<file path="src/hdl/rwc_pkg.sv">
package rwc_pkg;

   // register byte offsets on the axi4-lite bus
   localparam int          ADDR_W     = 4;
   localparam logic [3:0]  OFS_CTRL   = 4'h0;  // run, wait, pin enables
   localparam logic [3:0]  OFS_CORR   = 4'h4;  // watch_correction_reg
   localparam logic [3:0]  OFS_SECS   = 4'h8;  // seconds counter
   localparam logic [3:0]  OFS_SUBCNT = 4'hc;  // sub-second counter, read only

   // reset values
   localparam logic [3:0]  CTRL_RST   = 4'h0;
   localparam logic [7:0]  CORR_RST   = 8'h00;
   localparam logic [31:0] SECS_RST   = 32'h0000_0000;
   localparam logic [15:0] SUB_RST    = 16'h0000;

   // field widths inside the data word
   localparam int          CTRL_W     = 4;
   localparam int          CORR_W     = 8;

   // sub-second counting
   localparam logic [15:0] SUB_TERMINAL = 16'h7fff;  // uncorrected last count
   localparam logic [15:0] SUB_HALF     = 16'h4000;  // 1 hz pin high below this
   localparam logic [15:0] ADJ_OFFSET   = 16'h0002;  // adjust = 2*mag - 2

   // last index of the correction interval (20 or 60 seconds)
   localparam logic [5:0]  INTERVAL_SHORT_LAST = 6'h13;
   localparam logic [5:0]  INTERVAL_LONG_LAST  = 6'h3b;

   // axi response codes
   localparam logic [1:0]  RESP_OKAY   = 2'h0;
   localparam logic [1:0]  RESP_SLVERR = 2'h2;

   // control register layout, msb first
   typedef struct packed {
      logic one_hz_out_en;     // bit 3
      logic sub_out_en;        // bit 2
      logic counter_wait;      // bit 1
      logic clock_run_enable;  // bit 0
   } rwc_ctrl_t;

   // watch_correction_reg layout, msb first
   typedef struct packed {
      logic       correction_interval_sel;  // bit 7: 0 = 20 s, 1 = 60 s
      logic       correction_direction;     // bit 6: 0 = longer, 1 = shorter
      logic [5:0] magnitude;                // bits 5..0
   } rwc_corr_t;

   // one register write as handed from the bus slave
   typedef struct packed {
      logic        en;
      logic [3:0]  addr;
      logic [31:0] data;
      logic [3:0]  strb;
   } rwc_reg_wr_t;

   // true for an offset that holds a register
   function automatic logic reg_mapped(input logic [3:0] addr);
      reg_mapped = (addr == OFS_CTRL) || (addr == OFS_CORR) ||
                   (addr == OFS_SECS) || (addr == OFS_SUBCNT);
   endfunction

endpackage

</file>
<file path="src/hdl/rwc_sync_edge.sv">
`timescale 1ns/100ps
// two-flop synchroniser with a rising edge pulse taken behind it
module rwc_sync_edge (
   // clock and reset
   input  wire logic core_clk,
   input  wire logic reset_n,
   // asynchronous pin in
   input  wire logic pin_in,
   // synchronised level and edge pulse
   output logic      level_out,
   output logic      rise_out
);

   logic meta_ff;   // first stage, read only by the second
   logic sync_ff;   // second stage, safe to use
   logic prev_ff;   // delayed copy for edge detection

   // synchroniser chain
   always_ff @(posedge core_clk or negedge reset_n) begin
      if (!reset_n) begin
         meta_ff <= 1'b0;
         sync_ff <= 1'b0;
         prev_ff <= 1'b0;
      end else begin
         meta_ff <= pin_in;
         sync_ff <= meta_ff;
         prev_ff <= sync_ff;
      end
   end

   // edge pulse is registered so it is one clean cycle
   always_ff @(posedge core_clk or negedge reset_n) begin
      if (!reset_n) begin
         rise_out <= 1'b0;
      end else begin
         rise_out <= sync_ff & ~prev_ff;
      end
   end

   assign level_out = sync_ff;

endmodule

</file>
<file path="src/hdl/rwc_axil_slave.sv">
`timescale 1ns/100ps
// axi4-lite slave: one write and one read in flight, fixed latency
module rwc_axil_slave (
   // clock and reset
   input  wire logic                      core_clk,
   input  wire logic                      reset_n,
   // write address and data channels
   input  wire logic [rwc_pkg::ADDR_W-1:0] s_axi_awaddr,
   input  wire logic                      s_axi_awvalid,
   output logic                           s_axi_awready,
   input  wire logic [31:0]               s_axi_wdata,
   input  wire logic [3:0]                s_axi_wstrb,
   input  wire logic                      s_axi_wvalid,
   output logic                           s_axi_wready,
   // write response channel
   output logic [1:0]                     s_axi_bresp,
   output logic                           s_axi_bvalid,
   input  wire logic                      s_axi_bready,
   // read channels
   input  wire logic [rwc_pkg::ADDR_W-1:0] s_axi_araddr,
   input  wire logic                      s_axi_arvalid,
   output logic                           s_axi_arready,
   output logic [31:0]                    s_axi_rdata,
   output logic [1:0]                     s_axi_rresp,
   output logic                           s_axi_rvalid,
   input  wire logic                      s_axi_rready,
   // register side
   output rwc_pkg::rwc_reg_wr_t           reg_wr,
   input  wire logic [31:0]               rd_data
);

   logic                      aw_held_ff;  // address captured, waiting
   logic                      w_held_ff;   // data captured, waiting
   logic [rwc_pkg::ADDR_W-1:0] aw_addr_ff;
   logic [31:0]               w_data_ff;
   logic [3:0]                w_strb_ff;
   logic                      aw_take;
   logic                      w_take;
   logic                      ar_take;

   // ready only while the holding slot is free
   assign s_axi_awready = ~aw_held_ff & ~s_axi_bvalid;
   assign s_axi_wready  = ~w_held_ff & ~s_axi_bvalid;
   assign s_axi_arready = ~s_axi_rvalid;
   assign aw_take       = s_axi_awvalid & s_axi_awready;
   assign w_take        = s_axi_wvalid & s_axi_wready;
   assign ar_take       = s_axi_arvalid & s_axi_arready;

   // capture address and data in either order
   always_ff @(posedge core_clk or negedge reset_n) begin
      if (!reset_n) begin
         aw_held_ff <= 1'b0;
         w_held_ff  <= 1'b0;
         aw_addr_ff <= '0;
         w_data_ff  <= 32'h0000_0000;
         w_strb_ff  <= 4'h0;
      end else if (aw_held_ff && w_held_ff) begin
         aw_held_ff <= 1'b0;
         w_held_ff  <= 1'b0;
      end else begin
         if (aw_take) begin
            aw_held_ff <= 1'b1;
            aw_addr_ff <= s_axi_awaddr;
         end
         if (w_take) begin
            w_held_ff <= 1'b1;
            w_data_ff <= s_axi_wdata;
            w_strb_ff <= s_axi_wstrb;
         end
      end
   end

   // write strobe and response once both halves are in
   always_ff @(posedge core_clk or negedge reset_n) begin
      if (!reset_n) begin
         reg_wr       <= '0;
         s_axi_bvalid <= 1'b0;
         s_axi_bresp  <= rwc_pkg::RESP_OKAY;
      end else begin
         reg_wr.en <= 1'b0;
         if (aw_held_ff && w_held_ff) begin
            // unmapped offsets are ignored and answered with an error
            reg_wr.en    <= rwc_pkg::reg_mapped(aw_addr_ff);
            reg_wr.addr  <= aw_addr_ff;
            reg_wr.data  <= w_data_ff;
            reg_wr.strb  <= w_strb_ff;
            s_axi_bvalid <= 1'b1;
            s_axi_bresp  <= rwc_pkg::reg_mapped(aw_addr_ff) ?
                            rwc_pkg::RESP_OKAY : rwc_pkg::RESP_SLVERR;
         end else if (s_axi_bready) begin
            s_axi_bvalid <= 1'b0;
         end
      end
   end

   // read answer one cycle after the address is taken
   always_ff @(posedge core_clk or negedge reset_n) begin
      if (!reset_n) begin
         s_axi_rvalid <= 1'b0;
         s_axi_rdata  <= 32'h0000_0000;
         s_axi_rresp  <= rwc_pkg::RESP_OKAY;
      end else if (ar_take) begin
         s_axi_rvalid <= 1'b1;
         s_axi_rdata  <= rd_data;
         s_axi_rresp  <= rwc_pkg::reg_mapped(s_axi_araddr) ?
                         rwc_pkg::RESP_OKAY : rwc_pkg::RESP_SLVERR;
      end else if (s_axi_rready) begin
         s_axi_rvalid <= 1'b0;
      end
   end

endmodule

</file>
<file path="src/hdl/rwc_watch.sv">
`timescale 1ns/100ps

// Overview of operation
// - sub-second counter wraps after 7fff uncorrected
// - seconds advance on wrap when run, not wait
// - direction zero lengthens, one shortens corrected second
// - magnitude bits five to one zero: no correction
// - interval zero corrects one second in twenty
// - interval one corrects one second in sixty
// - uncorrected seconds all have identical length
// - tick every second while run is set, corrected seconds included
// - raw oscillator and 1 hz tick on pins
// - only long-term elapsed time is corrected
module rwc_watch (
   // clock and reset
   input  wire logic                      core_clk,
   input  wire logic                      reset_n,
   // subsystem oscillator pin
   input  wire logic                      sub_osc_clock,
   // axi4-lite write channels
   input  wire logic [rwc_pkg::ADDR_W-1:0] s_axi_awaddr,
   input  wire logic                      s_axi_awvalid,
   output logic                           s_axi_awready,
   input  wire logic [31:0]               s_axi_wdata,
   input  wire logic [3:0]                s_axi_wstrb,
   input  wire logic                      s_axi_wvalid,
   output logic                           s_axi_wready,
   output logic [1:0]                     s_axi_bresp,
   output logic                           s_axi_bvalid,
   input  wire logic                      s_axi_bready,
   // axi4-lite read channels
   input  wire logic [rwc_pkg::ADDR_W-1:0] s_axi_araddr,
   input  wire logic                      s_axi_arvalid,
   output logic                           s_axi_arready,
   output logic [31:0]                    s_axi_rdata,
   output logic [1:0]                     s_axi_rresp,
   output logic                           s_axi_rvalid,
   input  wire logic                      s_axi_rready,
   // clock outputs and second tick
   output logic                           sub_clock_out,
   output logic                           one_hz_out,
   output logic                           one_sec_tick
);

   // register bus
   rwc_pkg::rwc_reg_wr_t reg_wr;        // write strobe from the slave
   logic [31:0]          rd_data;       // read mux toward the slave

   // software registers
   rwc_pkg::rwc_ctrl_t   ctrl_ff;       // run, wait and pin enables
   rwc_pkg::rwc_corr_t   corr_ff;       // watch_correction_reg
   logic [31:0]          secs_ff;       // seconds counter

   // counting state
   logic [15:0]          sub_cnt_ff;    // sub-second counter
   logic [15:0]          nxt_sub_cnt;
   logic [5:0]           interval_ff;   // seconds within the interval
   logic [5:0]           nxt_interval;
   logic                 wrap;          // counter returns to zero now

   // correction terms
   logic                 corr_on;       // magnitude bits five to one not all zero
   logic [15:0]          adj_cnt;       // counts added or removed
   logic [5:0]           interval_last; // last index of the interval
   logic                 corr_second;   // current second carries the adjust
   logic [15:0]          terminal;      // last count of this second

   // synchronised oscillator
   logic                 osc_level;     // pin level after two flops
   logic                 counter_clock; // one-cycle enable per rising osc edge

   // merges a write into a register under the byte strobes
   function automatic logic [31:0] apply_strb(input logic [31:0] old_val,
                                              input logic [31:0] new_val,
                                              input logic [3:0]  strb);
      logic [31:0] res;
      res = old_val;
      for (int b = 0; b < 4; b++) begin
         if (strb[b]) begin
            res[b*8 +: 8] = new_val[b*8 +: 8];
         end
      end
      apply_strb = res;
   endfunction

   // true when a write strobe targets the given offset
   function automatic logic wr_hit(input rwc_pkg::rwc_reg_wr_t wr,
                                   input logic [3:0]           ofs);
      wr_hit = wr.en && (wr.addr == ofs);
   endfunction

   // bus slave
   rwc_axil_slave u_slave (
      .core_clk      (core_clk),
      .reset_n       (reset_n),
      .s_axi_awaddr  (s_axi_awaddr),
      .s_axi_awvalid (s_axi_awvalid),
      .s_axi_awready (s_axi_awready),
      .s_axi_wdata   (s_axi_wdata),
      .s_axi_wstrb   (s_axi_wstrb),
      .s_axi_wvalid  (s_axi_wvalid),
      .s_axi_wready  (s_axi_wready),
      .s_axi_bresp   (s_axi_bresp),
      .s_axi_bvalid  (s_axi_bvalid),
      .s_axi_bready  (s_axi_bready),
      .s_axi_araddr  (s_axi_araddr),
      .s_axi_arvalid (s_axi_arvalid),
      .s_axi_arready (s_axi_arready),
      .s_axi_rdata   (s_axi_rdata),
      .s_axi_rresp   (s_axi_rresp),
      .s_axi_rvalid  (s_axi_rvalid),
      .s_axi_rready  (s_axi_rready),
      .reg_wr        (reg_wr),
      .rd_data       (rd_data)
   );

   // oscillator pin into the core clock domain
   rwc_sync_edge u_osc_sync (
      .core_clk  (core_clk),
      .reset_n   (reset_n),
      .pin_in    (sub_osc_clock),
      .level_out (osc_level),
      .rise_out  (counter_clock)
   );

   // control register, low byte only
   always_ff @(posedge core_clk or negedge reset_n) begin
      if (!reset_n) begin
         ctrl_ff <= rwc_pkg::CTRL_RST;
      end else if (wr_hit(reg_wr, rwc_pkg::OFS_CTRL) && reg_wr.strb[0]) begin
         ctrl_ff <= reg_wr.data[rwc_pkg::CTRL_W-1:0];
      end
   end

   // correction register, low byte only; takes effect at the next compare
   always_ff @(posedge core_clk or negedge reset_n) begin
      if (!reset_n) begin
         corr_ff <= rwc_pkg::CORR_RST;
      end else if (wr_hit(reg_wr, rwc_pkg::OFS_CORR) && reg_wr.strb[0]) begin
         corr_ff <= reg_wr.data[rwc_pkg::CORR_W-1:0];
      end
   end

   // correction decode
   always_comb begin
      // only bits five to one decide whether correction is on
      corr_on       = |corr_ff.magnitude[5:1];
      // twice the magnitude less two: 2 .. 124 counts
      adj_cnt       = {9'h000, corr_ff.magnitude, 1'b0} - rwc_pkg::ADJ_OFFSET;
      // interval length chosen by the interval bit
      if (corr_ff.correction_interval_sel) begin
         interval_last = rwc_pkg::INTERVAL_LONG_LAST;
      end else begin
         interval_last = rwc_pkg::INTERVAL_SHORT_LAST;
      end
      // one second per interval carries the adjustment
      corr_second   = corr_on && (interval_ff == interval_last);
      // terminal count of the current second
      if (!corr_second) begin
         terminal = rwc_pkg::SUB_TERMINAL;
      end else if (corr_ff.correction_direction) begin
         terminal = rwc_pkg::SUB_TERMINAL - adj_cnt;
      end else begin
         terminal = rwc_pkg::SUB_TERMINAL + adj_cnt;
      end
   end

   // next sub-second count and wrap detection
   always_comb begin
      wrap        = 1'b0;
      nxt_sub_cnt = sub_cnt_ff;
      if (counter_clock) begin
         // >= guards a shortened terminal written mid-second
         if (sub_cnt_ff >= terminal) begin
            wrap        = 1'b1;
            nxt_sub_cnt = rwc_pkg::SUB_RST;
         end else begin
            nxt_sub_cnt = sub_cnt_ff + 16'h0001;
         end
      end
   end

   // sub-second counter: one step per rising oscillator edge
   always_ff @(posedge core_clk or negedge reset_n) begin
      if (!reset_n) begin
         sub_cnt_ff <= rwc_pkg::SUB_RST;
      end else begin
         sub_cnt_ff <= nxt_sub_cnt;
      end
   end

   // next position within the correction interval
   always_comb begin
      nxt_interval = interval_ff;
      if (wrap) begin
         // >= recovers when the interval shrinks from 60 to 20
         if (interval_ff >= interval_last) begin
            nxt_interval = 6'h00;
         end else begin
            nxt_interval = interval_ff + 6'h01;
         end
      end
   end

   // interval counter counts every wrapped second
   always_ff @(posedge core_clk or negedge reset_n) begin
      if (!reset_n) begin
         interval_ff <= 6'h00;
      end else begin
         interval_ff <= nxt_interval;
      end
   end

   // seconds counter: software load wins over the wrap increment
   always_ff @(posedge core_clk or negedge reset_n) begin
      if (!reset_n) begin
         secs_ff <= rwc_pkg::SECS_RST;
      end else if (wr_hit(reg_wr, rwc_pkg::OFS_SECS)) begin
         secs_ff <= apply_strb(secs_ff, reg_wr.data, reg_wr.strb);
      end else if (wrap && ctrl_ff.clock_run_enable && !ctrl_ff.counter_wait) begin
         secs_ff <= secs_ff + 32'h0000_0001;
      end
   end

   // one-cycle tick on every second while running, corrected or not
   always_ff @(posedge core_clk or negedge reset_n) begin
      if (!reset_n) begin
         one_sec_tick <= 1'b0;
      end else begin
         one_sec_tick <= wrap && ctrl_ff.clock_run_enable;
      end
   end

   // 1 hz pin: high for the first half of each counted second
   always_ff @(posedge core_clk or negedge reset_n) begin
      if (!reset_n) begin
         one_hz_out <= 1'b0;
      end else begin
         one_hz_out <= ctrl_ff.one_hz_out_en &&
                       (nxt_sub_cnt < rwc_pkg::SUB_HALF);
      end
   end

   // raw oscillator copy, delayed by the synchroniser
   always_ff @(posedge core_clk or negedge reset_n) begin
      if (!reset_n) begin
         sub_clock_out <= 1'b0;
      end else begin
         sub_clock_out <= ctrl_ff.sub_out_en && osc_level;
      end
   end

   // read mux; unmapped and reserved bits read as zero
   always_comb begin
      case (s_axi_araddr)
         rwc_pkg::OFS_CTRL: begin
            rd_data = {28'h0000000, ctrl_ff};
         end
         rwc_pkg::OFS_CORR: begin
            rd_data = {24'h000000, corr_ff};
         end
         rwc_pkg::OFS_SECS: begin
            rd_data = secs_ff;
         end
         rwc_pkg::OFS_SUBCNT: begin
            rd_data = {16'h0000, sub_cnt_ff};
         end
         default: begin
            rd_data = 32'h0000_0000;
         end
      endcase
   end

endmodule

</file>
<file path="config.mk">
export PLATFORM = sky130hd
export DESIGN_NAME = rwc_watch
export DESIGN_NICKNAME = d
export VERILOG_FILES = /design/src/hdl/rwc_pkg.sv /design/src/hdl/rwc_sync_edge.sv /design/src/hdl/rwc_axil_slave.sv /design/src/hdl/rwc_watch.sv
export SDC_FILE = /design/constraint.sdc
export NUM_CORES = 1
export LEC_CHECK = 0
export BUFFER_PORTS_ARGS = -buffer_cell sky130_fd_sc_hd__buf_2
export CAP_MARGIN = 40
export CORE_UTILIZATION = 51
export DETAILED_ROUTE_END_ITERATION = 6
export PLACE_DENSITY = 0.7
export SLEW_MARGIN = 25
export SYNTH_ARGS = -nofsm -noshare
export SYNTH_HDL_FRONTEND = slang
export SYNTH_SLANG_ARGS = --single-unit
</file>
<file path="constraint.sdc">
create_clock -name core_clk -period 4.95 [get_ports core_clk]
set_input_delay 0.2475 -clock core_clk [delete_from_list [all_inputs] [get_ports core_clk]]
set_output_delay 0.2475 -clock core_clk [all_outputs]
set_load 0.1 [all_outputs]
</file>
==> impl_metrics.ini <==
[place]
dpl-instance-area_sq_um = 10100
hpwl_microns = 15500
portBuffers = 93
dp.cells = 1173
place.gp.congestion = 0.904

[sta]
slew_headroom_pct = 49.6
final.min_clock_period_ps = 4490
max_freq_mhz = 223
setup_violations = 0
fin_worst_skew_ps = 14.7
hold-worst-slack_ps = 37.2
rsz0062_at_grt = false
finalCritPeriodShare_pct = 90.7
worstMarginPinSlew_ps = 756
tns_ps = 0
report.final.slew_viol_count = 0
finalHoldViolCount = 0

[logic_synthesis]
ys_async_sr_fraction_pct = 100
yosys-top-cells-area = dfrtp_1, mux2_2, nand2_1, ha_1, o21ai_0
synth_top_cell_by_area = dfrtp_1
synth-edff-count = 0
synth_top_area_share_pct = 50.7
synth_ff_type = dfrtp_1
synthCells = 885
yosysWarnings = 0
netlist_area_sq_um = 9480
yosysSeqAreaShare_pct = 50.7
synth_seq_cells = 192
yosys.cell_types.count = 75
avgSynthCellArea_sq_um = 10.7

[floorplan]
die-area_sq_um = 19100
die_w_microns = 138
rows = 49
ios = 96
core_sq_um = 18100
start_util_pct = 52.4
die_y_microns = 138

[drt]
routed_wirelength_microns = 21800
vias = 7112
first_pass_iters = 7
wl_per_cell_microns = 18.0
drtIter0Drc = 566
drtAntennaViolNets = 0
via_per_inst = 5.86
drcViolationCount = 22

[clocking]
path_clk_slew_ps = 70
root_buffer = clkbuf_16
cts_sinks = 192
insertion_delay_ps = 440
cts_tree = done
cts_made_buffers = 17
cts-htree-levels = 4
clockBufferDepth = 2

[setup_path]
crit_path_frequent_cell = ha_1
crit_start = corr_ff[0]
cp_max_fo = 15
critPathBufInv = 2
slowest_stage = a2111oi_1
start_kind = flop
cp.arrival_ps = 4770
path_delay_family = compound AO/OA/AOI/OAI gates
cp.required_ps = 5230
end_kind = flop
crit_chain = inv_1, ha_1, xnor2_1, nand3_1, o41ai_1, a21oi_1, ha_1, nand2_2, nor4_4, a32oi_2, buf_4, a2111oi_1, a221oi_1
crit_type = reg -> reg
r2r-start = corr_ff[0]
max_stage_delay_ps = 610

[cells_and_area]
regArea_sq_um = 4800
n_antenna_cell = 0
area_growth_pct = 14.3
drive_gt1_share_pct = 26.9
multi_input_area_sq_um = 4390
n_fill_cell = 1498
final_area_sq_um = 10800
final_cells = 1213
fin_nets = 1046

[global_route]
grt_max_degree = 95
gr-total-overflow = 0
grt_use_total_pct = 23.8
grt_pass1_vias = 6793
grt_antenna_before_repair = 0
grt_pass1_wl_microns = 36100

[power]
power_switching_w = 0.00187
p_per_area_nw_per_um2 = 496
vdd_drop_max_v = 0.000628
power.leakage_nw = 4.94
p_seq_share_pct = 46.4
total_power_w = 0.00538
p_clk_share_pct = 26.2
combPwrFrac_pct = 27.4
p_sw_share_pct = 34.7
power.internal_w = 0.00352

[outcome]
outcome = finished, violations left
violations = design-rule violations

[job]
maxCapViolations = 0

[worst_hold_path]
hold_start = s_axi_awaddr[3]
hold_path.class = in -> reg
sequential cells by signal, summed over array words and instances, names as in the netlist, 4 cells and up:
signal,cells
ctrl_ff,4
secs_ff,32
sub_cnt_ff,16
corr_ff,8
u_slave.w_data_ff,32
u_slave.w_strb_ff,4
interval_ff,6
u_slave.aw_addr_ff,4
u_slave.s_axi_rdata,32
u_slave.reg_wr,41
placed cells by master (no fill, tap or decap), types with 6 or more instances in the layout:
master	instances
nor2b_1	8
a21o_1	6
and3_1	20
nand4_1	10
nand2_1	92
and4_1	6
buf_4	14
mux2_2	97
nand3_1	28
nor2_1	65
a21oi_1	33
a22oi_1	12
dfrtp_1	192
buf_2	94
inv_1	22
o21ai_0	49
xnor2_1	10
o22ai_1	12
xor2_1	10
a211oi_1	14
ha_1	23
and2_1	11
clkbuf_16	17
nor3_1	16
worst paths after layout:
check	end	slack [ps]	depth (start not counted)
hold / removal	u_slave.aw_addr_ff[3]	40	2
setup / recovery	secs_ff[21]	460	13
max in group asynchronous	secs_ff[26]	3470	4
setup reg to reg	secs_ff[21]	460	13
min in group asynchronous	interval_ff[5]	240	2
hold reg to reg	u_osc_sync.level_out	350	0
Yosys cell counts (6+ instances only):
| library cell | instances |
|---|---|
| a22oi_1 | 12 |
| mux2_2 | 97 |
| buf_2 | 6 |
| o22ai_1 | 12 |
| dfrtp_1 | 192 |
| nand3_1 | 28 |
| o21ai_0 | 49 |
| inv_1 | 22 |
| xor2_1 | 10 |
| and3_1 | 20 |
| nor2_1 | 65 |
| and4_1 | 6 |
| nand4_1 | 10 |
| a21oi_1 | 34 |
| clkbuf_1 | 33 |
| ha_1 | 23 |
| nor3_1 | 16 |
| a211oi_1 | 14 |
| buf_1 | 6 |
| a21o_1 | 6 |
| nand2_1 | 92 |
| nor2b_1 | 8 |
| xnor2_1 | 10 |
| and2_1 | 11 |
cells by family after synthesis:
group,synth area share [%]
and+or+nand+nor,14.1
AOI/OAI and AO/OA,15.0
DFF,50.7
muxes,12.2
buffers and inverters,3.11
adders and majority gates,3.04
xor gates and xnor gates,1.85
other,0.0396
per-stage QoR:
stage	worst slack (ps)	util (%)
final	460	59.9
after global routing	80.5	59.9
after CTS	375	59.6
after detailed placement	445	56.1
after global placement	595	56.0
after floorplan	1130	-
cell type report:
type	instances	share of cell area [%]
clock inverters	12	1.34
multi-input cells	622	40.5
clock buffers	20	4.21
repair buffers	116	6.21
well taps	229	2.64
inverters	22	0.762
flip-flops and latches	192	44.3
power groups by stage:
| stage | combinational [W] | clock [W] | sequential, W |
|---|---|---|---|
| floorplan | 0.00113 | 0 | 0.00245 |
| global placement | 0.00144 | 0 | 0.00250 |
| CTS | 0.00148 | 0.00144 | 0.00249 |
| finish | 0.00147 | 0.00141 | 0.00250 |
| global route | 0.00160 | 0.00149 | 0.00257 |
| detailed placement | 0.00147 | 0 | 0.00252 |
what timing repair did:
item,in CTS,in global routing
buffers inserted,0,0
gates resized for setup,0,1
setup endpoints to repair,0,2
hold buffers,4,0
endpoints found under the hold margin,95,0
metal layers:
metal | up-vias | wire (microns) | global-route usage (%)
met4 | 0 | 412 | 8.87
met3 | 29 | 1190 | 3.46
met2 | 228 | 9410 | 34.8
li1 | 3398 | - | -
met1 | 3457 | 10800 | 35.8
met5 | - | 0 | 0
Power figures use the tool's default switching activity.
